## config.mk

```make
export PLATFORM = sky130hd
export DESIGN_NAME = maskable_irq_collector
export DESIGN_NICKNAME = d
export VERILOG_FILES = /design/src/hw/maskable_irq_collector.v
export VERILOG_INCLUDE_DIRS = /design/src /design/src/include
export SDC_FILE = /design/constraint.sdc
export NUM_CORES = 1
export LEC_CHECK = 0
export BUFFER_PORTS_ARGS = -buffer_cell sky130_fd_sc_hd__buf_2
export CORE_ASPECT_RATIO = 1.4
export CORE_MARGIN = 2
export CORE_UTILIZATION = 28
export CTS_CLUSTER_DIAMETER = 100
export DETAILED_ROUTE_END_ITERATION = 16
export PLACE_DENSITY = 0.54
export SLEW_MARGIN = 10
export SYNTH_ARGS = -nofsm -noshare
export SYNTH_HDL_FRONTEND = slang
export SYNTH_SLANG_ARGS = --single-unit
```

## constraint.sdc

```tcl
create_clock -name clk_i -period 2.5 [get_ports clk_i]
set_clock_uncertainty 0.15 [all_clocks]
set_input_delay 0.625 -clock clk_i [delete_from_list [all_inputs] [get_ports clk_i]]
set_output_delay 0.625 -clock clk_i [all_outputs]
set_load 0.02 [all_outputs]
```

## src/include/irq_collector_regs.vh

```
`ifndef IRQ_COLLECTOR_REGS_VH
`define IRQ_COLLECTOR_REGS_VH

// word byte addresses on the wishbone bus
`define IRQC_PORT_A_FLAGS_ADDR 6'h00
`define IRQC_TIMER_FLAGS_ADDR 6'h04
`define IRQC_PERIPH_FLAGS_ADDR 6'h08
`define IRQC_PORT_A_MASKS_ADDR 6'h0c
`define IRQC_TIMER_MASKS_ADDR 6'h10
`define IRQC_PERIPH_MASKS_ADDR 6'h14
`define IRQC_SYS_CTRL_ADDR 6'h18

// system control one fields
`define IRQC_GLOBAL_INT_ENABLE_BIT 0

// field positions in the second flag register
`define IRQC_ONE_HERTZ_BIT 3
`define IRQC_FAST_TICK_BIT 2
`define IRQC_BLINK_TICK_BIT 1
`define IRQC_MELODY_TIMER_BIT 0

// field positions in the third flag register
`define IRQC_SERIAL_BIT 3
`define IRQC_MILLISECOND_BIT 2
`define IRQC_COUNTER_ZERO_BIT 1
`define IRQC_COUNTER_COMPARE_BIT 0

// reset values
`define IRQC_FLAGS_RESET 4'h0
`define IRQC_MASKS_RESET 4'h0
`define IRQC_SYS_CTRL_RESET 4'h0

`endif

```

## src/hw/maskable_irq_collector.v

```verilog
`timescale 1ns/1ps
`include "irq_collector_regs.vh"

// Notes on behaviour
// twelve request inputs, each with its own mask bit.
// interrupt out only while a flag is set and global enable is one.
// flag sets only on a rising request edge while its mask is one.
// any reset clears all masks and the global enable.
// reading a flag register returns it, then clears that whole register.
// writing one to a flag bit clears it; zero bits stay.
// software keeps a copy of a read flag register; reads clear it.
// no hardware priority among sources; software picks order.
// masked-off requests are dropped; unmasked ones store regardless of enable.
// requests stored during service stay pending and reassert the interrupt.
// entering halt forces the global enable to one.
// first flag register holds port A pins 3..0 in bits 3..0.
// second register: one hertz, fast tick, blink, melody timer, bits 3..0.
// third register: serial, millisecond, counter zero, counter compare, bits 3..0.
// mask registers mirror flag layout, read and write, reset to zero.
// a new edge coinciding with a clear keeps the flag set.
module maskable_irq_collector (
    // clock and reset
    input wire clk_i,
    input wire rst_i,
    // wishbone slave
    input wire wb_cyc_i,
    input wire wb_stb_i,
    input wire wb_we_i,
    input wire [5:0] wb_adr_i,
    input wire [3:0] wb_sel_i,
    input wire [31:0] wb_dat_i,
    output reg [31:0] wb_dat_o,
    output reg wb_ack_o,
    // request sources, from logic on the same clock
    input wire [3:0] port_pin_request_i,
    input wire one_hertz_request_i,
    input wire fast_tick_request_i,
    input wire blink_tick_request_i,
    input wire melody_timer_request_i,
    input wire serial_request_i,
    input wire millisecond_counter_request_i,
    input wire counter_zero_request_i,
    input wire counter_compare_request_i,
    // cpu side
    input wire halt_enter_i,
    output reg cpu_irq_o
);

    reg [3:0] port_a_request_flags;
    reg [3:0] timer_request_flags;
    reg [3:0] peripheral_request_flags;
    reg [3:0] port_a_request_masks;
    reg [3:0] timer_request_masks;
    reg [3:0] peripheral_request_masks;
    reg global_int_enable;
    reg [11:0] request_prev;
    reg [11:0] next_flags;
    reg [11:0] clear_flags;
    reg [31:0] next_dat;

    wire [11:0] request_now;
    wire [11:0] request_mask_bit;
    wire [11:0] request_flag;
    wire [11:0] edge_hit;
    wire access;
    wire wr;
    wire rd;
    wire lane0;

    // pack the sources into flag register order
    assign request_now[3:0] = port_pin_request_i;
    assign request_now[4 + `IRQC_ONE_HERTZ_BIT] = one_hertz_request_i;
    assign request_now[4 + `IRQC_FAST_TICK_BIT] = fast_tick_request_i;
    assign request_now[4 + `IRQC_BLINK_TICK_BIT] = blink_tick_request_i;
    assign request_now[4 + `IRQC_MELODY_TIMER_BIT] = melody_timer_request_i;
    assign request_now[8 + `IRQC_SERIAL_BIT] = serial_request_i;
    assign request_now[8 + `IRQC_MILLISECOND_BIT] = millisecond_counter_request_i;
    assign request_now[8 + `IRQC_COUNTER_ZERO_BIT] = counter_zero_request_i;
    assign request_now[8 + `IRQC_COUNTER_COMPARE_BIT] = counter_compare_request_i;

    assign request_mask_bit = {peripheral_request_masks, timer_request_masks, port_a_request_masks};
    assign request_flag = {peripheral_request_flags, timer_request_flags, port_a_request_flags};

    // global enable plays no part in storing
    assign edge_hit = request_now & ~request_prev & request_mask_bit;

    // ack is held off one cycle after each answer so one access acts once
    assign access = wb_cyc_i & wb_stb_i & ~wb_ack_o;
    assign wr = access & wb_we_i;
    assign rd = access & ~wb_we_i;
    assign lane0 = wb_sel_i[0];

    always @* begin
        clear_flags = 12'h000;
        if (rd) begin
            // read-to-clear acts on the whole addressed register
            case (wb_adr_i)
                `IRQC_PORT_A_FLAGS_ADDR: clear_flags[3:0] = 4'hf;
                `IRQC_TIMER_FLAGS_ADDR: clear_flags[7:4] = 4'hf;
                `IRQC_PERIPH_FLAGS_ADDR: clear_flags[11:8] = 4'hf;
                default: clear_flags = 12'h000;
            endcase
        end else if (wr && lane0) begin
            case (wb_adr_i)
                `IRQC_PORT_A_FLAGS_ADDR: clear_flags[3:0] = wb_dat_i[3:0];
                `IRQC_TIMER_FLAGS_ADDR: clear_flags[7:4] = wb_dat_i[3:0];
                `IRQC_PERIPH_FLAGS_ADDR: clear_flags[11:8] = wb_dat_i[3:0];
                default: clear_flags = 12'h000;
            endcase
        end
        // set beats clear so a coincident edge survives
        next_flags = (request_flag & ~clear_flags) | edge_hit;
    end

    always @* begin
        next_dat = 32'h0000_0000;
        case (wb_adr_i)
            `IRQC_PORT_A_FLAGS_ADDR: next_dat[3:0] = port_a_request_flags;
            `IRQC_TIMER_FLAGS_ADDR: next_dat[3:0] = timer_request_flags;
            `IRQC_PERIPH_FLAGS_ADDR: next_dat[3:0] = peripheral_request_flags;
            `IRQC_PORT_A_MASKS_ADDR: next_dat[3:0] = port_a_request_masks;
            `IRQC_TIMER_MASKS_ADDR: next_dat[3:0] = timer_request_masks;
            `IRQC_PERIPH_MASKS_ADDR: next_dat[3:0] = peripheral_request_masks;
            `IRQC_SYS_CTRL_ADDR: next_dat[`IRQC_GLOBAL_INT_ENABLE_BIT] = global_int_enable;
            default: next_dat = 32'h0000_0000;
        endcase
    end

    always @(posedge clk_i) begin
        if (rst_i) begin
            port_a_request_flags <= `IRQC_FLAGS_RESET;
            timer_request_flags <= `IRQC_FLAGS_RESET;
            peripheral_request_flags <= `IRQC_FLAGS_RESET;
            port_a_request_masks <= `IRQC_MASKS_RESET;
            timer_request_masks <= `IRQC_MASKS_RESET;
            peripheral_request_masks <= `IRQC_MASKS_RESET;
            global_int_enable <= 1'b0;
            request_prev <= 12'hfff;
            wb_ack_o <= 1'b0;
            wb_dat_o <= 32'h0000_0000;
            cpu_irq_o <= 1'b0;
        end else begin
            // prev starts high so a request already high at reset is no edge
            request_prev <= request_now;
            port_a_request_flags <= next_flags[3:0];
            timer_request_flags <= next_flags[7:4];
            peripheral_request_flags <= next_flags[11:8];
            wb_ack_o <= access;
            if (rd) begin
                wb_dat_o <= next_dat;
            end
            if (wr && lane0) begin
                case (wb_adr_i)
                    `IRQC_PORT_A_MASKS_ADDR: port_a_request_masks <= wb_dat_i[3:0];
                    `IRQC_TIMER_MASKS_ADDR: timer_request_masks <= wb_dat_i[3:0];
                    `IRQC_PERIPH_MASKS_ADDR: peripheral_request_masks <= wb_dat_i[3:0];
                    default: ;
                endcase
            end
            // halt entry wins over a software write in the same cycle
            if (halt_enter_i) begin
                global_int_enable <= 1'b1;
            end else if (wr && lane0 && wb_adr_i == `IRQC_SYS_CTRL_ADDR) begin
                global_int_enable <= wb_dat_i[`IRQC_GLOBAL_INT_ENABLE_BIT];
            end
            // one line, no priority encoding between sources
            cpu_irq_o <= (|next_flags) & global_int_enable;
        end
    end

endmodule

```

# Yosys cells after proc, flatten, opt, wreduce, memory -nomap -nowiden
# Index checks and enable logic that the tools add are counted.
# totals
ff_bits,43
out_inout_bits,34
elab_cells,50
# op_classes
eq_ne,6
muxes,12
bitwise,13
n_reduce_logical,8
# op_table
operator,n
$and A12 B12 Y12,3
$mux W12,2
$mux W4,6
$not A12 Y12,2
$eq A6 B5 Y1 const B,3
$pmux W3 S6,1
$eq A6 B4 Y1 const B,2
$or A12 B12 Y12,1
$reduce_or A12 Y1,1
$pmux W1 S7,1
$eq A6 B3 Y1 const B,1
$logic_not A6 Y1,1
$reduce_and A2 Y1,3
$and A1 B1 Y1,5
$logic_and A1 B1 Y1,2
$mux W1,2
$not A1 Y1,2
$reduce_bool A2 Y1,1

# Logic depth before layout (Yosys ltp)
# depth
word_depth,11
depth_mapped,7
mapped_depth_nobuf,5

# Worst setup path after synthesis
# OpenSTA, ideal clock, no wires.
# synth_timing
path_type,input-to-reg
startpoint,input wb_adr_i[1]
endpoint,register cpu_irq_o
arrival_ns,2.212
t_required_ns,2.210
setup_slack_ns,-0.002
path_stages,7
path_buffers,2
cell_sequence,or4_1 > buf_2 > buf_6 > o41ai_1 > nand2_1 > nor4_1 > a41oi_1
# synth_via
elab_chain_cells,9
# synth_lines
item,line_no,source
from (decl),maskable_irq_collector.v:29,"input wire [5:0] wb_adr_i,"
$eq A6 B3 Y1 (tied with other cells),"maskable_irq_collector.v:97, maskable_irq_collector.v:104",
$mux W4,maskable_irq_collector.v:104,case (wb_adr_i)
$mux W12,maskable_irq_collector.v:103,end else if (wr && lane0) begin
$mux W12 (*),maskable_irq_collector.v:95,if (rd) begin
$not A12 Y12 (*),maskable_irq_collector.v:112,next_flags = (request_flag & ~clear_flags) | edge_hit;
$and A12 B12 Y12 (*),maskable_irq_collector.v:112,
$or A12 B12 Y12 (*),maskable_irq_collector.v:112,
$reduce_or A12 Y1 (*),maskable_irq_collector.v:167,cpu_irq_o <= (|next_flags) & global_int_enable;
$and A1 B1 Y1 (*),maskable_irq_collector.v:167,
to (signal assigned),maskable_irq_collector.v:167,
to (decl),maskable_irq_collector.v:46,output reg cpu_irq_o
# Mark *: on every way between the ends. The rest lies on a longest branch, timed or not.
# A chain may end at the register's enable or synchronous reset.

# Final worst setup path
# Ends and elaborated chain as after synthesis.

==> flow_summary.ini <==
[clock_network]
ctsHoldBuffers = 0
h-tree-depth = 2
cts_tree = built
cts.sinks = 43
clockBufferDepth = 2
clk_pin_slew_ns = 0.09
cts_buffers = 5
cts-root-buf = clkbuf_8
clock_latency_ns = 0.29

[timing]
hold_viol_final = 0
period_needed_ns = 2.46
hold_ws_ns = 0.328
setup_viol = 0
relSlewSlack_pct = 32.3
finalMaxSlewViolations = 0
tightest_slew_ns = 1.01
period_share_pct = 98.3
tns_ns = 0
clock.fmax_ghz = 0.407

[worst_setup_path]
ff2ff_setup_slack_ns = 0.48
worstPathCellList = buf_2, or4_4, buf_6, buf_12, o41ai_4, nand2_1, nor4_2, a41oi_1
worst-path-buf-inv = 3
crit_path_max_incr_delay_ns = 0.53
cpMaxStageDelayCell = or4_4
cp_data_arrival_time_ns = 2.47
crit_family = simple AND/OR/NAND/NOR gates
critPathMaxFanout = 9
startpoint_type = input pin
reg2regPathDepth = 8
cp.required_ns = 2.51
critical_path_class = in -> reg
path_depth = 8
endpoint_kind = flip-flop

[logic_synthesis]
synth_area_leaders = dfxtp_1, buf_4, a21oi_1
ys.flop_type = dfxtp_1
synthArstFlopShare_pct = 0
syn_area_mm2 = 0.00208
ys_seq_elements = 43
seq_area_frac_synth_pct = 41.4
yosys_warnings = 0
synth_cell_types = 33
yosysTopAreaCell = dfxtp_1
yosys.area.top_type_share_pct = 41.4
syn_inst = 239
synth-edff-count = 0
syn_avg_cell_area_um2 = 8.70

[pwr]
power_frac_comb_pct = 11.7
sequentialPowerShare_pct = 46.0
sw_frac_of_total_pct = 24.2
p_sw_mw = 0.370
ir_worst_vdd_mv = 0.241
power.leakage_nw = 1.12
internal_power_mw = 1.16
p_per_area_mw_per_mm2 = 559
clkPwrFrac_pct = 42.3

[layout]
final_common_cell = dfxtp_1
drive_above_1_share_pct = 32.7
fillerInstances = 767
fin_cells = 394
fin_nets = 356
diodes = 0
area_growth_syn_to_layout_pct = 31.6
final_cell_mix = dfxtp_1, buf_2, conb_1
fin_util_pct = 37.6

[global_route]
grt_pass1_wl_um = 8670
grt_overflow = 0
grt_max_degree = 26
gr-usage-all-layers_pct = 13.8
grt_pass1_vias = 1749
antenna_found_initial = 0

[floorplan]
rows = 37
fp.dieW_um = 76.8
core_area_mm2 = 0.00727
ios = 94
die_y_um = 106
start_util_pct = 28.6
die-area_mm2 = 0.00814

[drt]
wl_per_cell_um = 14.1
routed-via-count = 1866
wl_um = 5560
ant_nets = 0
firstDrtPassIters = 4
drc = 0
vias_per_cell = 4.74
drt_iter0_markers = 122

[min_path]
hold_class = reg -> reg
whs_path_depth = 2

[job]
maxCapViolations = 0

[run_status]
status = finished, final reports clean

[placed_design]
dp_cells = 385
dp_hpwl_um = 4370
port_buffers = 34
gp_congestion = 0.854
==> state kept, by name (all words and copies together), names as in the netlist <==
register,cells
global_int_enable,1
peripheral_request_masks,4
wb_dat_o,4
port_a_request_flags,4
wb_ack_o,1
port_a_request_masks,4
timer_request_flags,4
timer_request_masks,4
cpu_irq_o,1
request_prev,12
peripheral_request_flags,4
==> tightest hold or removal path, stage by stage, from the launching register on <==
cell and delay [ns]:
dfxtp_1 0.32, o41ai_2 0.06, a21oi_1 0.05
==> cell type report <==
cell class                      count  area [um^2]  area share [%]
Inverter                            1         3.75           0.137
Multi-Input combinational cell    182         1180            43.3
Tap cell                           97          121            4.44
Timing Repair Buffer               63          429            15.7
Sequential cell                    43          861            31.5
Clock buffer                        5         68.8            2.51
Clock inverter                      3         67.6            2.47
==> synthesized netlist by cell type, types with 4 or more instances <==
cell type and count:
dfxtp_1 43, buf_4 28, nand2_1 23, a21oi_1 19
nor2_1 18, or2_2 13, nand3b_1 12, clkbuf_1 10
o41ai_1 9, a22oi_1 8, nand3_1 8, a221oi_1 7
mux2i_1 6, nand2b_1 5, a21boi_0 4, and3_1 4
==> final timing paths <==
path,start,to
setup / recovery,wb_adr_i[1],cpu_irq_o$_SDFF_PP0_
hold / removal,timer_request_flags[1]$_SDFF_PP0_,timer_request_flags[1]$_SDFF_PP0_
setup reg to reg,wb_ack_o$_SDFF_PP0_,cpu_irq_o$_SDFF_PP0_
hold reg to reg,timer_request_flags[1]$_SDFF_PP0_,timer_request_flags[1]$_SDFF_PP0_
==> routing by layer <==
| metal | GRT usage [%] | part of all wire [%] |
|---|---|---|
| met2 | 24.7 | 50 |
| met5 | 0 | 0 |
| met3 | 1.95 | 3.9 |
| met4 | 8.05 | 4.6 |
| met1 | 15.4 | 41 |
==> cell families after synthesis <==
logic type / after synthesis / synth area share [%]
simple gates: 97 / 25.2
compound gates: 51 / 17.4
flops: 43 / 41.4
buf+inv: 41 / 12.9
mux: 6 / 2.89
other cells: 1 / 0.180
==> power by group through the flow <==
stage | Combinational (mW) | Clock, mW | Sequential [mW]
floorplan | 0.124 | 0 | 0.724
global placement | 0.167 | 0 | 0.720
detailed placement | 0.167 | 0 | 0.721
CTS | 0.170 | 0.659 | 0.704
global route | 0.191 | 0.689 | 0.706
finish | 0.179 | 0.647 | 0.704
==> what timing repair did <==
action,CTS,global route
setup buffers,0,1
setup endpoints to repair,1,1
gates resized for setup,4,11
hold endpoints to repair,0,0
pin swaps,0,3
gates cloned,0,0
==> per-stage QoR <==
stage	worst slack, ns	area [um^2]	total power [mW]
2_1_floorplan	0.0106	2200	0.848
3_3_place_gp	-0.369	2470	0.887
3_5_place_dp	-0.390	2470	0.888
4_1_cts	0.0168	2640	1.53
5_1_grt	-0.0106	2740	1.59
6_report	0.0431	2740	1.53
No activity file was read; power rests on OpenSTA's default activity.
